`src/rtl/fpq_pkg.sv`:
```
package fpq_pkg;

    localparam logic [7:0] OP_WRSR         = 8'h01;
    localparam logic [7:0] OP_RDSR         = 8'h05;
    localparam logic [7:0] OP_PD_RELEASE   = 8'hAB;
    localparam logic [7:0] OP_PD_ENTER     = 8'hB9;
    localparam logic [7:0] OP_QUAD_ENTER   = 8'h35;
    localparam logic [7:0] OP_QUAD_EXIT    = 8'hF5;
    localparam logic [7:0] OP_QUAD_READ    = 8'hEB;
    localparam logic [7:0] MODE_CONTINUE   = 8'hA5;
    localparam logic [7:0] MODE_STOP       = 8'h00;
    localparam logic [3:0] DQ_ALL_ONES     = 4'hF;

    localparam int         WIP_BIT         = 0;
    localparam int         QE_BIT          = 6;

    // clock counts are last-index values of each phase; the two exit counts are whole clock counts
    localparam logic [3:0] CMD_LAST_SINGLE = 4'h7;
    localparam logic [3:0] CMD_LAST_QUAD   = 4'h1;
    localparam logic [3:0] ADDR_LAST_3B    = 4'h5;
    localparam logic [3:0] ADDR_LAST_4B    = 4'h7;
    localparam logic [3:0] MODE_LAST       = 4'h1;
    localparam logic [3:0] DUMMY_LAST      = 4'h3;
    localparam logic [3:0] EXIT_CLKS_3B    = 4'h8;
    localparam logic [3:0] EXIT_CLKS_4B    = 4'hA;

    localparam logic [3:0] OE_N_NONE       = 4'hF;
    localparam logic [3:0] OE_N_SINGLE     = 4'hD;
    localparam logic [3:0] OE_N_QUAD       = 4'h0;

    localparam logic [4:0] RDP_COUNT_DEF   = 5'h1D;
    localparam logic [1:0] RDP_UNIT_DEF    = 2'h1;
    localparam int         CLK_PERIOD_NS   = 20;
    localparam int         UNIT0_NS        = 128;
    localparam int         UNIT1_NS        = 1000;
    localparam int         UNIT2_NS        = 8000;
    localparam int         UNIT3_NS        = 64000;
    localparam int         REC_W           = 17;

    typedef enum logic [2:0] {
        ST_IDLE   = 3'b000,
        ST_CMD    = 3'b001,
        ST_ADDR   = 3'b010,
        ST_MODE   = 3'b011,
        ST_DUMMY  = 3'b100,
        ST_STAT   = 3'b101,
        ST_WRSR   = 3'b110,
        ST_IGNORE = 3'b111
    } fpq_state_t;

    typedef struct packed {
        logic       cs_n;
        logic       sclk;
        logic [3:0] dq;
    } fpq_pins_t;

    // recovery time rounded up so the busy window never ends early
    function automatic logic [REC_W-1:0] rec_cycles(input logic [4:0] cnt,
                                                     input logic [1:0] unit);
        int ns;
        ns = UNIT0_NS;
        case (unit)
            2'h1: ns = UNIT1_NS;
            2'h2: ns = UNIT2_NS;
            2'h3: ns = UNIT3_NS;
            default: ns = UNIT0_NS;
        endcase
        return REC_W'(((int'(cnt) + 1) * ns + CLK_PERIOD_NS - 1) / CLK_PERIOD_NS);
    endfunction

    function automatic logic [7:0] shift_in(input logic [7:0] sh, input logic [3:0] dq,
                                            input logic quad);
        return quad ? {sh[3:0], dq} : {sh[6:0], dq[0]};
    endfunction

endpackage

```
`src/rtl/fpq_ctrl.sv`:
```
module fpq_ctrl #(
    parameter logic [4:0] RDP_COUNT = fpq_pkg::RDP_COUNT_DEF,
    parameter logic [1:0] RDP_UNIT  = fpq_pkg::RDP_UNIT_DEF
) (
    // clock, reset, enable
    input  wire logic             clk_sys,
    input  wire logic             rst_n,
    input  wire logic             ce,
    // serial flash pins
    input  wire fpq_pkg::fpq_pins_t pins_in,
    output logic [3:0]            dq_out,
    output logic [3:0]            dq_oe_n,
    // device state
    input  wire logic             wip_in,
    output logic                  quad_enable,
    output logic                  deep_power_down,
    output logic                  recovering,
    output logic                  quad_cmd_mode,
    output logic                  cont_read_mode,
    output logic [6:0]            rdp_delay_code,
    // read datapath handoff
    input  wire logic             addr4b,
    output logic                  read_go
);

    localparam logic [fpq_pkg::REC_W-1:0] REC_CYCLES = fpq_pkg::rec_cycles(RDP_COUNT, RDP_UNIT);

    fpq_pkg::fpq_pins_t   sync1_reg;
    fpq_pkg::fpq_pins_t   sync2_reg;
    fpq_pkg::fpq_pins_t   sync3_reg;
    fpq_pkg::fpq_pins_t   filt_reg;
    fpq_pkg::fpq_pins_t   filt_next;
    fpq_pkg::fpq_state_t  state_reg;
    fpq_pkg::fpq_state_t  state_next;
    logic [7:0]           sh_reg;
    logic [3:0]           ccnt_reg;
    logic [3:0]           ones_reg;
    logic [7:0]           stat_sh_reg;
    logic [2:0]           scnt_reg;
    logic                 pend_dpd_reg;
    logic                 pend_qen_reg;
    logic                 pend_qex_reg;
    logic                 cont_pend_reg;
    logic [fpq_pkg::REC_W-1:0] rec_cnt_reg;
    logic [3:0]           dq_out_reg;
    logic [3:0]           dq_oe_n_reg;
    logic                 qe_reg;
    logic                 dpd_reg;
    logic                 recovering_reg;
    logic                 quad_reg;
    logic                 cont_reg;
    logic [6:0]           delay_code_reg;
    logic                 read_go_reg;

    // a level counts only once the second and third stages agree
    assign filt_next = ((sync2_reg ~^ sync3_reg) & sync2_reg)
                     | ((sync2_reg ^ sync3_reg) & filt_reg);

    wire        sclk_rise  = ~filt_reg.sclk & filt_next.sclk & ~filt_next.cs_n;
    wire        sclk_fall  = filt_reg.sclk & ~filt_next.sclk & ~filt_next.cs_n;
    wire        cs_fall    = filt_reg.cs_n & ~filt_next.cs_n;
    wire        cs_rise    = ~filt_reg.cs_n & filt_next.cs_n;
    wire [3:0]  dq_s       = filt_next.dq;

    wire        cmd_quad   = quad_reg;
    wire [7:0]  sh_cmd     = fpq_pkg::shift_in(sh_reg, dq_s, cmd_quad);
    wire [7:0]  sh_quad    = fpq_pkg::shift_in(sh_reg, dq_s, 1'b1);
    wire [3:0]  cmd_last   = cmd_quad ? fpq_pkg::CMD_LAST_QUAD : fpq_pkg::CMD_LAST_SINGLE;
    wire        cmd_done   = ccnt_reg == cmd_last;
    wire [3:0]  addr_last  = addr4b ? fpq_pkg::ADDR_LAST_4B : fpq_pkg::ADDR_LAST_3B;
    wire [3:0]  exit_clks  = addr4b ? fpq_pkg::EXIT_CLKS_4B : fpq_pkg::EXIT_CLKS_3B;
    wire [3:0]  ccnt_inc   = ccnt_reg + 4'h1;

    wire        ones_now   = cont_reg && (dq_s == fpq_pkg::DQ_ALL_ONES);
    // one clock without all ones spoils the frame for good; the count parks at all ones
    wire        ones_dead  = ones_reg == '1;
    wire [3:0]  ones_next  = (ones_now && !ones_dead) ? ones_reg + 4'h1 : '1;
    wire        ones_exit  = ones_now && !ones_dead && (ones_next == exit_clks)
                           && (state_reg == fpq_pkg::ST_ADDR || state_reg == fpq_pkg::ST_MODE);

    // quad reads depend on the host having set quad enable or entered quad command mode
    wire        quad_ok    = qe_reg | quad_reg;

    wire [7:0]  status_now = (8'(wip_in) << fpq_pkg::WIP_BIT) | (8'(qe_reg) << fpq_pkg::QE_BIT);
    wire [7:0]  stat_src   = (scnt_reg == 3'h0) ? status_now : stat_sh_reg;

    // command decode on the last command clock
    always_comb begin
        state_next = state_reg;
        case (state_reg)
            fpq_pkg::ST_CMD: begin
                if (cmd_done) begin
                    state_next = fpq_pkg::ST_IGNORE;
                    if (!dpd_reg) begin
                        case (sh_cmd)
                            fpq_pkg::OP_RDSR: state_next = fpq_pkg::ST_STAT;
                            fpq_pkg::OP_WRSR: state_next = fpq_pkg::ST_WRSR;
                            fpq_pkg::OP_QUAD_READ:
                                state_next = quad_ok ? fpq_pkg::ST_ADDR : fpq_pkg::ST_IGNORE;
                            default: state_next = fpq_pkg::ST_IGNORE;
                        endcase
                    end
                end
            end
            fpq_pkg::ST_ADDR: begin
                if (ones_exit) begin
                    state_next = fpq_pkg::ST_IGNORE;
                end else if (ccnt_reg == addr_last) begin
                    state_next = fpq_pkg::ST_MODE;
                end
            end
            fpq_pkg::ST_MODE: begin
                if (ones_exit) begin
                    state_next = fpq_pkg::ST_IGNORE;
                end else if (ccnt_reg == fpq_pkg::MODE_LAST) begin
                    state_next = fpq_pkg::ST_DUMMY;
                end
            end
            fpq_pkg::ST_DUMMY: begin
                if (ccnt_reg == fpq_pkg::DUMMY_LAST) begin
                    state_next = fpq_pkg::ST_IGNORE;
                end
            end
            fpq_pkg::ST_WRSR: begin
                if (cmd_done) begin
                    state_next = fpq_pkg::ST_IGNORE;
                end
            end
            fpq_pkg::ST_STAT:   state_next = fpq_pkg::ST_STAT;
            fpq_pkg::ST_IGNORE: state_next = fpq_pkg::ST_IGNORE;
            fpq_pkg::ST_IDLE:   state_next = fpq_pkg::ST_IDLE;
            default:            state_next = fpq_pkg::ST_IDLE;
        endcase
    end

    wire        phase_end  = state_next != state_reg;
    wire [7:0]  sh_next    = (state_reg == fpq_pkg::ST_ADDR || state_reg == fpq_pkg::ST_MODE)
                           ? sh_quad : sh_cmd;
    wire        is_op      = (state_reg == fpq_pkg::ST_CMD) && cmd_done;
    wire        mode_done  = (state_reg == fpq_pkg::ST_MODE) && (ccnt_reg == fpq_pkg::MODE_LAST);

    // pin synchronisers
    always_ff @(posedge clk_sys) begin
        if (!rst_n) begin
            sync1_reg <= '1;
            sync2_reg <= '1;
            sync3_reg <= '1;
            filt_reg  <= '1;
        end else if (ce) begin
            sync1_reg <= pins_in;
            sync2_reg <= sync1_reg;
            sync3_reg <= sync2_reg;
            filt_reg  <= filt_next;
        end
    end

    // transaction sequencing on serial clock edges
    always_ff @(posedge clk_sys) begin
        if (!rst_n) begin
            state_reg     <= fpq_pkg::ST_IDLE;
            sh_reg        <= 8'h00;
            ccnt_reg      <= 4'h0;
            ones_reg      <= 4'h0;
            cont_pend_reg <= 1'b0;
        end else if (ce) begin
            if (cs_rise) begin
                state_reg <= fpq_pkg::ST_IDLE;
            end else if (cs_fall) begin
                state_reg     <= cont_reg ? fpq_pkg::ST_ADDR : fpq_pkg::ST_CMD;
                cont_pend_reg <= cont_reg;
                sh_reg        <= 8'h00;
                ccnt_reg      <= 4'h0;
                ones_reg      <= 4'h0;
            end else if (sclk_rise) begin
                state_reg <= state_next;
                sh_reg    <= sh_next;
                ccnt_reg  <= phase_end ? 4'h0 : ccnt_inc;
                ones_reg  <= ones_next;
                if (ones_exit) begin
                    cont_pend_reg <= 1'b0;
                end else if (mode_done) begin
                    // any other byte also drops it
                    cont_pend_reg <= (sh_quad == fpq_pkg::MODE_CONTINUE);
                end
            end
        end
    end

    // pending mode changes, applied when chip select rises
    always_ff @(posedge clk_sys) begin
        if (!rst_n) begin
            pend_dpd_reg <= 1'b0;
            pend_qen_reg <= 1'b0;
            pend_qex_reg <= 1'b0;
        end else if (ce) begin
            if (cs_rise || cs_fall) begin
                pend_dpd_reg <= 1'b0;
                pend_qen_reg <= 1'b0;
                pend_qex_reg <= 1'b0;
            end else if (sclk_rise && is_op && !dpd_reg) begin
                pend_dpd_reg <= sh_cmd == fpq_pkg::OP_PD_ENTER;
                pend_qen_reg <= sh_cmd == fpq_pkg::OP_QUAD_ENTER;
                pend_qex_reg <= sh_cmd == fpq_pkg::OP_QUAD_EXIT;
            end
        end
    end

    // operating modes
    always_ff @(posedge clk_sys) begin
        if (!rst_n) begin
            dpd_reg  <= 1'b0;
            quad_reg <= 1'b0;
            cont_reg <= 1'b0;
            qe_reg   <= 1'b0;
        end else if (ce) begin
            if (cs_rise) begin
                if (pend_dpd_reg) begin
                    dpd_reg <= 1'b1;
                end
                if (pend_qen_reg) begin
                    quad_reg <= 1'b1;
                end
                if (pend_qex_reg) begin
                    quad_reg <= 1'b0;
                end
                cont_reg <= cont_pend_reg;
            end else if (sclk_rise && is_op && dpd_reg && sh_cmd == fpq_pkg::OP_PD_RELEASE) begin
                // only the release opcode is heard here
                dpd_reg <= 1'b0;
            end else if (sclk_rise && state_reg == fpq_pkg::ST_WRSR && cmd_done && !wip_in) begin
                // quad enable written from bit 6
                qe_reg <= sh_cmd[fpq_pkg::QE_BIT];
            end
        end
    end

    // recovery window after release; host must stay quiet meanwhile
    always_ff @(posedge clk_sys) begin
        if (!rst_n) begin
            rec_cnt_reg    <= '0;
            recovering_reg <= 1'b0;
            delay_code_reg <= 7'h00;
        end else if (ce) begin
            delay_code_reg <= {RDP_UNIT, RDP_COUNT};
            if (sclk_rise && is_op && dpd_reg && sh_cmd == fpq_pkg::OP_PD_RELEASE) begin
                rec_cnt_reg    <= REC_CYCLES;
                recovering_reg <= 1'b1;
            end else if (rec_cnt_reg != '0) begin
                rec_cnt_reg    <= rec_cnt_reg - 1'b1;
                recovering_reg <= rec_cnt_reg != 1;
            end
        end
    end

    // status output, shifted on falling serial clock edges
    always_ff @(posedge clk_sys) begin
        if (!rst_n) begin
            stat_sh_reg <= 8'h00;
            scnt_reg    <= 3'h0;
            dq_out_reg  <= 4'h0;
            dq_oe_n_reg <= fpq_pkg::OE_N_NONE;
        end else if (ce) begin
            if (cs_rise || cs_fall) begin
                scnt_reg    <= 3'h0;
                dq_oe_n_reg <= fpq_pkg::OE_N_NONE;
            end else if (sclk_fall && state_reg == fpq_pkg::ST_STAT) begin
                if (cmd_quad) begin
                    dq_out_reg  <= stat_src[7:4];
                    stat_sh_reg <= {stat_src[3:0], 4'h0};
                    scnt_reg    <= {2'b00, ~scnt_reg[0]};
                    dq_oe_n_reg <= fpq_pkg::OE_N_QUAD;
                end else begin
                    dq_out_reg  <= {2'b00, stat_src[7], 1'b0};
                    stat_sh_reg <= {stat_src[6:0], 1'b0};
                    scnt_reg    <= scnt_reg + 3'h1;
                    dq_oe_n_reg <= fpq_pkg::OE_N_SINGLE;
                end
            end
        end
    end

    // one-cycle strobe when the dummy phase ends
    always_ff @(posedge clk_sys) begin
        if (!rst_n) begin
            read_go_reg <= 1'b0;
        end else if (ce) begin
            read_go_reg <= sclk_rise && state_reg == fpq_pkg::ST_DUMMY
                        && ccnt_reg == fpq_pkg::DUMMY_LAST;
        end
    end

    assign dq_out          = dq_out_reg;
    assign dq_oe_n         = dq_oe_n_reg;
    assign quad_enable     = qe_reg;
    assign deep_power_down = dpd_reg;
    assign recovering      = recovering_reg;
    assign quad_cmd_mode   = quad_reg;
    assign cont_read_mode  = cont_reg;
    assign rdp_delay_code  = delay_code_reg;
    assign read_go         = read_go_reg;

endmodule

```
`config.mk`:
```
export PLATFORM = sky130hd
export DESIGN_NAME = fpq_ctrl
export DESIGN_NICKNAME = d
export VERILOG_FILES = /design/src/rtl/fpq_pkg.sv /design/src/rtl/fpq_ctrl.sv
export SDC_FILE = /design/constraint.sdc
export NUM_CORES = 1
export LEC_CHECK = 0
export ABC_AREA = 1
export BUFFER_PORTS_ARGS = -buffer_cell sky130_fd_sc_hd__buf_4
export CAP_MARGIN = 20
export CORE_UTILIZATION = 45
export DETAILED_ROUTE_END_ITERATION = 16
export PLACE_DENSITY = 0.63
export SLEW_MARGIN = 20
export SYNTH_ARGS = -nofsm -noshare
export SYNTH_HDL_FRONTEND = slang
export SYNTH_SLANG_ARGS = --single-unit
export TNS_END_PERCENT = 50
```
`constraint.sdc`:
```
create_clock -name clk_sys -period 1.92 [get_ports clk_sys]
set_input_delay 0.192 -clock clk_sys [delete_from_list [all_inputs] [get_ports clk_sys]]
set_output_delay 0.192 -clock clk_sys [all_outputs]
set_load 0.05 [all_outputs]
```
# After elaboration in Yosys (flattened, before gate mapping)
# Cells that the tools add are included.
# word_totals
register_bits,89
input_bits,11
elab_cells,181
# classes
add_sub_neg,4
eq_ne,25
n_mux,56
bitwise_logic,21
reduce_logical,43
# op_table
operator,count
2-to-1 mux 3 bit,16
"equality test 8 bit, second input constant",5
2-to-1 mux 4 bit,10
2-to-1 mux 17 bit,2
2-to-1 mux 8 bit,3
one-hot mux 3 bit (8 select lines),1
2-to-1 mux 7 bit,3
2-to-1 mux 1 bit,17
"inequality test 17 x 1 -> 1 bit, second input constant",1
nonzero test 17 bit,1
"subtractor 17 x 1 -> 17 bit, second input constant",1
logical AND 1 bit,16
AND 6 bit,2
"equality test 3 bit, second input constant",4
AND reduction 3 bit,4
nonzero test 2 bit,6
AND reduction 2 bit,5
one-hot mux 3 bit (3 select lines),1
"adder 4 x 1 -> 4 bit, second input constant",2
equality test 4 x 3 -> 1 bit,2
"equality test 4 bit, second input constant",2
"equality test 8 x 1 -> 1 bit, second input constant",1
"equality test 8 x 3 -> 1 bit, second input constant",1
"equality test 8 x 6 -> 1 bit, second input constant",1
21 further kinds,42

# Logic depth before layout (Yosys ltp)
# Gate-level depths: netlist of run 1.
# depth
word_depth,16
mapped_depth,18
ltp_nobuf,18

# Worst setup path before layout of run 1
# OpenSTA, ideal clock, no wires.
# synth_path
path_type,reg2reg
from,"register quad_reg, in the netlist quad_cmd_mode"
to,register rec_cnt_reg[9] (netlist bit)
setup_time_ns,0.119
arrival_ns,2.097
path_slack_ns,-0.295
path_stages_with_launch,15
synth_period_minus_slack_ns,2.215
path_cell_list,dfxtp_1 buf_6 inv_8 nand2_2 o21ai_2 nor2_2 nand3_2 nor2_4 nand4_4 nand2_4 nand3_4 nor2_4 nand2_2 nor3b_1 nor2_1
# synth_between
elab_chain_len,8
# synth_rtl
item,line_no,source
start: declaration,fpq_ctrl.sv:50,logic quad_reg;
start signal: assignment,fpq_ctrl.sv:212,quad_reg <= 1'b0;
start signal: assignment,fpq_ctrl.sv:221,quad_reg <= 1'b1;
start signal: assignment,fpq_ctrl.sv:224,quad_reg <= 1'b0;
2-to-1 mux 3 bit,fpq_ctrl.sv:68,wire [3:0] cmd_last = cmd_quad ? fpq_pkg::CMD_LAST_QUAD : fpq_pkg::CMD_LAST_SINGLE;
equality test 4 x 3 -> 1 bit,fpq_ctrl.sv:69,wire cmd_done = ccnt_reg == cmd_last;
logical AND 1 bit,fpq_ctrl.sv:139,wire is_op = (state_reg == fpq_pkg::ST_CMD) && cmd_done;
logical AND 1 bit (2 in a row),fpq_ctrl.sv:245,if (sclk_rise && is_op && dpd_reg && sh_cmd == fpq_pkg::OP_PD_RELEASE) begin
logical AND 1 bit (*),fpq_ctrl.sv:245,
nonzero test 2 bit (no line),-,
AND reduction 2 bit (no line),-,
end signal: assignment,fpq_ctrl.sv:249,rec_cnt_reg <= rec_cnt_reg - 1'b1;
end: declaration,fpq_ctrl.sv:44,logic [fpq_pkg::REC_W-1:0] rec_cnt_reg;
# Mark *: on every way between the ends. The rest lies on a longest branch, timed or not.
# A chain may end at the register's enable or synchronous reset.

# Worst setup path after layout of run 1
# layout_path
from,register sync2_reg[3] (netlist bit)
to,register ccnt_reg[2]
# layout_between
elab_chain_len,16
# layout_rtl
item,line_no,source
start: declaration,fpq_ctrl.sv:29,fpq_pkg::fpq_pins_t sync2_reg;
start signal: assignment,fpq_ctrl.sv:151,sync2_reg <= sync1_reg;
bitwise XNOR 6 bit or XOR 6 bit (tied branches),"fpq_ctrl.sv:56, fpq_ctrl.sv:57",
"AND 6 bit, on equally long branches","fpq_ctrl.sv:56, fpq_ctrl.sv:57",
bitwise OR 6 bit (*),fpq_ctrl.sv:57,| ((sync2_reg ^ sync3_reg) & filt_reg);
equality test 4 bit,fpq_ctrl.sv:74,wire ones_now = cont_reg && (dq_s == fpq_pkg::DQ_ALL_ONES);
logical AND 1 bit,fpq_ctrl.sv:74,
logical AND 1 bit,"fpq_ctrl.sv:77, fpq_ctrl.sv:78",
2-to-1 mux 4 bit,fpq_ctrl.sv:77,wire [3:0] ones_next = (ones_now && !ones_dead) ? ones_reg + 4'h1 : '1;
equality test 4 bit,fpq_ctrl.sv:78,wire ones_exit = ones_now && !ones_dead && (ones_next == exit_clks)
logical AND 1 bit,fpq_ctrl.sv:78,
logical AND 1 bit,fpq_ctrl.sv:79,&& (state_reg == fpq_pkg::ST_ADDR || state_reg == fpq_pkg::ST_MODE);
"2-to-1 mux 3 bit, on equally long branches","fpq_ctrl.sv:113, fpq_ctrl.sv:106",
one-hot mux 3 bit (8 select lines) (*),fpq_ctrl.sv:90,case (state_reg)
inequality test 3 bit (*),fpq_ctrl.sv:136,wire phase_end = state_next != state_reg;
2-to-1 mux 4 bit (*),fpq_ctrl.sv:177,ccnt_reg <= phase_end ? 4'h0 : ccnt_inc;
2-to-1 mux 4 bit (*),fpq_ctrl.sv:174,end else if (sclk_rise) begin
2-to-1 mux 4 bit (*),fpq_ctrl.sv:168,end else if (cs_fall) begin
end signal: assignment,fpq_ctrl.sv:177,
end: declaration,fpq_ctrl.sv:36,logic [3:0] ccnt_reg;
# Mark *: on every way between the ends. The rest lies on a longest branch, timed or not. The select of a mux whose other input is x is not followed.

==> results.ini, run 1 <==
[outcome]
status = complete, but fails checks
violations = negative setup slack

[layout]
layout.cells.non_filler = 952
utilization = 0.631
n_fill_cell = 925
final_layout_size_suffix_gt1_frac = 0.353
stdcell_area_um2 = 6540
largest_reg_flops = 17
nNetsFinal = 835
syn_to_final_growth_pct = 35.0
diodes = 0

[yosys]
seq_area_frac_synth = 0.355
yosysUniqueCellTypes = 45
synth.most_common_cell = nand2_1
syn_avg_cell_area_um2 = 6.99
ys.flop_type = dfxtp_1
ys_async_sr_fraction = 0
synthTopCellsByCount = nand2_1 (176), dfxtp_1 (86), nor2_1 (61), a21oi_1 (59), nand3_1 (56)
yosysTopAreaCell = dfxtp_1
synth_cells = 693
synth_area_um2 = 4840
synth_edf_count = 0
synth.yosys.warnings = 0
synth_area_leaders = dfxtp_1 (36%), nand2_1 (14%), a21oi_1 (6.1%)
synth_top_area_share = 0.355
ys_seq_elements = 86

[route]
detail_route.wl_per_cell_um = 14.3
drtAntennaViolNets = 0
wl_mm = 13.6
drt-initial-drc-count = 207
drc = 0
drt-pass1-iter-count = 5
routed_via_density = 5.21
vias = 4962

[global_route]
grt_pass1_vias = 4905
overflow = 0
antenna_found_initial = 0
grt_max_degree = 35
grt_pass1_wl_mm = 22.6
track_usage = 0.257

[clock_network]
clock_latency_ns = 0.39
clk_pin_slew_ns = 0.08
cts_tree = yes
hold_buffers = 0
htreeDepth = 3
numCtsBuffers = 9
clock-sinks = 86
root_buffer = clkbuf_8
cts_buffer_depth = 2

[setup_path]
required_ns = 2.24
crit_type = reg -> reg
endpoint_kind = flop
worst_setup_path_start_kind = flop
cp.arrival_ns = 2.46
crit_fanout = 4

[placed_design]
dp_cells = 910
dpl_cell_area_um2 = 5780
dp_hpwl_mm = 9.27
routabilityCongestion = 0.896
portBuffers = 29

[power_and_ir_drop]
powerDensity_nw_per_um2 = 1010
p_leak_nw = 2.79
ir_drop_mv = 0.721
p_total_mw = 6.60

[timing]
finalHoldViolCount = 0
rsz0062_at_grt = yes
max_freq_mhz = 467
fin_skew_ns = 0.0105
setup-violations-final = 14
whs_ns = 0.0165
min_period_ns = 2.14
finalCritPeriodShare = 1.12
setup_ws_ns = -0.222
drv_slew = 0

[floorplanning]
die_w_um = 106
ioPinCount = 32
core_area_um2 = 10400
num_rows = 37
dieArea_um2 = 11200
start_util = 0.467
die_h_um = 106

[job]
maxCapViolCount = 0

[min_path]
hold_path.class = in -> reg

[worst max-delay path, cell delays in order, from the launching register on]
cell     delay [ns]
dfxtp_4        0.36
ha_4           0.27
nand2_4        0.06
nand2_4        0.08
nand2_4        0.05
nor2_4         0.14
nand4_1        0.11
nand3_2        0.13
nor2_2         0.05
nor2_1         0.12
nand2_2        0.08
buf_4          0.14
nand3_2        0.05
nand2_2        0.06
nor2_4         0.16
nand3_1        0.10
a21oi_1        0.13
[worst paths after layout]
kind | cells after the start | slack (ns) | end | from
setup reg to reg | 16 | -0.22 | ccnt_reg[2] | sync2_reg[3]
hold reg to reg | 2 | 0.45 | cont_read_mode | cont_pend_reg
setup / recovery | 16 | -0.22 | ccnt_reg[2] | sync2_reg[3]
hold / removal | 3 | 0.02 | sync1_reg[3] | pins_in[3]
[what timing repair did]
| action | CTS | global route |
|---|---|---|
| gates resized for setup | 45 | 53 |
| setup endpoints to repair | 23 | 45 |
| setup buffers | 21 | 7 |
| pin swaps | 19 | 25 |
[metal layers]
metal  up-vias  part of all wire  global-route usage
met1      2322              0.44               0.313
met2       111              0.48               0.430
li1       2498                 -                   -
met3        31             0.050              0.0501
met4         0             0.026               0.130
met5         -                 0                   0
[stage by stage]
step,TNS [ns],worst slack (ns)
after global routing,-4.43,-0.348
after floorplan,-0.0287,-0.0287
after global placement,-0.501,-0.0985
after CTS,-0.863,-0.200
final,-1.46,-0.222
after detailed placement,-1.50,-0.227
[report_power, final]
| group | total (mW) | switching, mW | internal (mW) |
|---|---|---|---|
| Sequential | 2.17 | 0.174 | 2.00 |
| Combinational | 3.15 | 1.70 | 1.45 |
| Clock | 1.28 | 0.682 | 0.601 |
| Total | 6.60 | 2.55 | 4.05 |
[cells by family after synthesis]
logic type | after synthesis | share of synthesized area
flip-flops | 86 | 0.355
XOR/XNOR | 12 | 0.0217
adder cells (fa/ha/maj) | 13 | 0.0336
buffers and inverters | 92 | 0.0858
other | 1 | 0.000774
AND/OR/NAND/NOR | 369 | 0.365
AO/OA/AOI/OAI | 120 | 0.138
[placed cells by master (no fill, tap or decap), types with 9 or more instances in the layout]
cell        n
buf_4     127
nand2_1   153
inv_2      10
nand2_2    27
buf_6       9
a21oi_2    10
nor2_4     12
nand2_4    11
inv_1      45
dfxtp_1    72
clkbuf_8    9
o21ai_0    28
nand4_1     9
a21oi_1    48
nand3_1    46
nor3_1     11
nor2_1     58
dfxtp_2    12
nand3_2    12
[layout make-up]
type                       instances  area (um^2)  share of cell area
clock buffer                      12          135              0.0207
clock inverter                     4         48.8             0.00746
inverter                          58          233              0.0356
multi-input combinational        516         3080               0.471
sequential                        86         1740               0.267
tap                              136          170              0.0260
timing repair buffer             140         1120               0.172
Power figures use the tool's default switching activity.
==> inputs of run 2 (changes only) <==
--- a/config.mk
+++ b/config.mk
@@ -8,9 +8,9 @@
 export ABC_AREA = 1
 export BUFFER_PORTS_ARGS = -buffer_cell sky130_fd_sc_hd__buf_4
 export CAP_MARGIN = 20
-export CORE_UTILIZATION = 45
+export CORE_UTILIZATION = 55
 export DETAILED_ROUTE_END_ITERATION = 16
-export PLACE_DENSITY = 0.63
+export PLACE_DENSITY = 0.74
 export SLEW_MARGIN = 20
 export SYNTH_ARGS = -nofsm -noshare
 export SYNTH_HDL_FRONTEND = slang
==> constraint.sdc (replaced) <==
create_clock -name clk_sys -period 1.92 [get_ports clk_sys]
set_input_delay 0.192 -clock clk_sys [delete_from_list [all_inputs] [get_ports clk_sys]]
set_output_delay 0.192 -clock clk_sys [all_outputs]
set_load 0.01 [all_outputs]
==> results.ini, run 2 (same netlist as run 1, synthesis figures left out) <==
[timing]
setup-violations-final = 22  ; was 14
worst_pin_slew_ns = 0.574
rsz0062_at_grt = yes  ; unchanged
finalHoldViolCount = 0  ; unchanged
min_period_ns = 2.21  ; was 2.14 ns
setup_ws_ns = -0.290  ; was -0.222 ns
setup_tns_ns = -3.57  ; was -1.46 ns
finalCritPeriodShare = 1.15  ; was 1.12
fin_skew_ns = 0.0128  ; was 0.0105 ns
max_freq_mhz = 452  ; was 467 MHz
drv_slew = 0  ; unchanged
slew_headroom = 0.614

[global_route]
grt_max_degree = 35  ; unchanged
overflow = 0  ; unchanged
grt_pass1_vias = 4881  ; was 4,905
track_usage = 0.320  ; was 0.257
antenna_found_initial = 0  ; unchanged
grt_pass1_wl_mm = 22.7  ; was 22.6 mm

[placed_design]
routabilityCongestion = 0.933  ; was 0.896
dp_hpwl_mm = 9.35  ; was 9.27 mm
dpl_cell_area_um2 = 5710  ; was 5780 um^2
portBuffers = 29  ; unchanged

[clock_network]
htreeDepth = 3  ; unchanged
clock_latency_ns = 0.36  ; was 0.39 ns
cts_tree = yes  ; unchanged
cts_buffer_depth = 2  ; unchanged
numCtsBuffers = 9  ; unchanged
clk_pin_slew_ns = 0.10  ; was 0.08 ns
hold_buffers = 0  ; unchanged
root_buffer = clkbuf_8  ; unchanged
clock-sinks = 86  ; unchanged

[power_and_ir_drop]
powerDensity_nw_per_um2 = 1090  ; was 1010 nW/um^2
p_leak_nw = 2.86  ; was 2.79 nW
ir_drop_mv = 0.683  ; was 0.721 mV

[floorplanning]
ioPinCount = 32  ; unchanged
start_util = 0.578  ; was 0.467
die_w_um = 95.8  ; was 106 um
dieArea_um2 = 9190  ; was 11,200 um^2
die_h_um = 95.8  ; was 106 um
num_rows = 33  ; was 37
core_area_um2 = 8380  ; was 10,400 um^2

[min_path]
hold_path.class = in -> reg  ; unchanged
min_path_cells = 3  ; unchanged
hp-start = pins_in[0]  ; was pins_in[3]
worstHoldEndpoint = sync1_reg[0]  ; was sync1_reg[3]

[setup_path]
worst_setup_path_start_kind = flop  ; unchanged
rrSetupSlack_ns = -0.29  ; was -0.22 ns
endpoint_kind = flop  ; unchanged
reg2reg_to = recovering  ; was ccnt_reg[2]
crit_type = reg -> reg  ; unchanged
reg2reg_depth = 12  ; was 16
cp.arrival_ns = 2.43  ; was 2.46 ns
required_ns = 2.14  ; was 2.24 ns
r2r_start = rec_cnt_reg[14]  ; was sync2_reg[3]
crit_fanout = 7  ; was 4

[layout]
n_fill_cell = 592  ; was 925
layout_commonest_cell = nand2_1  ; unchanged
stdcell_area_um2 = 6560  ; was 6540 um^2
syn_to_final_growth_pct = 35.4  ; was 35.0%
final_layout_size_suffix_gt1_frac = 0.347  ; was 0.353
diodes = 0  ; unchanged
largest_reg_flops = 17  ; unchanged
final_cell_mix = nand2_1 (158), buf_4 (139), dfxtp_1 (73)  ; was nand2_1 (153), buf_4 (127), dfxtp_1 (72)
nNetsFinal = 846  ; was 835

[route]
drt-initial-drc-count = 451  ; was 207
vias = 5267  ; was 4,962
wl_mm = 14.8  ; was 13.6 mm
drt-pass1-iter-count = 5  ; unchanged
routed_via_density = 5.65  ; was 5.21
drtAntennaViolNets = 0  ; unchanged
drc = 0  ; unchanged
detail_route.wl_per_cell_um = 15.9  ; was 14.3 um

[outcome]
violations = negative setup slack  ; unchanged
status = complete, but fails checks  ; unchanged

[job]
maxCapViolCount = 0  ; unchanged

## run 2: what timing repair did
action | 4_1_cts | 5_1_grt
hold endpoints to repair | 0 | 0
gates resized for setup | 40 | 44
setup endpoints to repair | 21 | 50
setup buffers | 25 | 13
cloned | 2 | 0
pin swaps | 23 | 21
## run 2: final cells by class
type | instances | area, um^2 | share of cell area
Inverter | 58 | 238 | 0.0363
Clock inverter | 6 | 116 | 0.0177
Multi-Input combinational cell | 516 | 2980 | 0.455
Clock buffer | 10 | 138 | 0.0210
Timing Repair inverter | 1 | 8.76 | 0.00134
Tap cell | 105 | 131 | 0.0200
Sequential cell | 86 | 1740 | 0.265
Timing Repair Buffer | 150 | 1200 | 0.183
## run 2: layer usage
metal  vias up  GRT usage  share of wire  routed length, um
met5         -          0              0                  0
met4         0      0.118          0.036                526
met3        52     0.0592          0.068                999
met2       248      0.549           0.49               7200
met1      2439      0.400           0.41               6070
li1       2528          -              -                  -
## run 2: worst max path at each step
stage,endpoint,from
floorplan,rec_cnt_reg[9],sync2_reg[3]
global placement,ccnt_reg[2],sync2_reg[2]
detailed placement,ccnt_reg[2],sync2_reg[2]
CTS,ccnt_reg[1],sync2_reg[0]
global route,ccnt_reg[1],sync2_reg[1]
finish,recovering,rec_cnt_reg[14]
## run 2: where the power goes
| part | internal (mW) | switching, mW |
|---|---|---|
| clock network | 0.909 | 0.700 |
| registers | 2.00 | 0.182 |
| logic | 1.52 | 1.82 |
| total | 4.42 | 2.71 |
## run 2: worst max-delay path, stage by stage, from the launching register on
cell     delay [ns]
dfxtp_2        0.32
or2_2          0.31
nor2_2         0.11
nand2_1        0.09
nor2_2         0.12
nand4_1        0.16
o21ai_2        0.22
nand2_4        0.12
buf_4          0.16
buf_6          0.11
buf_6          0.12
o21ai_4        0.15
a41oi_2        0.07
## run 2: metrics by stage
step / cells / util / power (mW) / setup WS (ns) / hold WS (ns)
2_1_floorplan: 694 / - / 3.78 / -0.00778 / 0.318
3_3_place_gp: 877 / 0.681 / 4.52 / -0.105 / 0.407
3_5_place_dp: 877 / 0.681 / 4.59 / -0.195 / 0.409
4_1_cts: 919 / 0.755 / 6.59 / -0.217 / 0.0269
5_1_grt: 932 / 0.782 / 7.48 / -0.408 / 0.0277
6_report: 932 / 0.782 / 7.13 / -0.290 / 0.0332
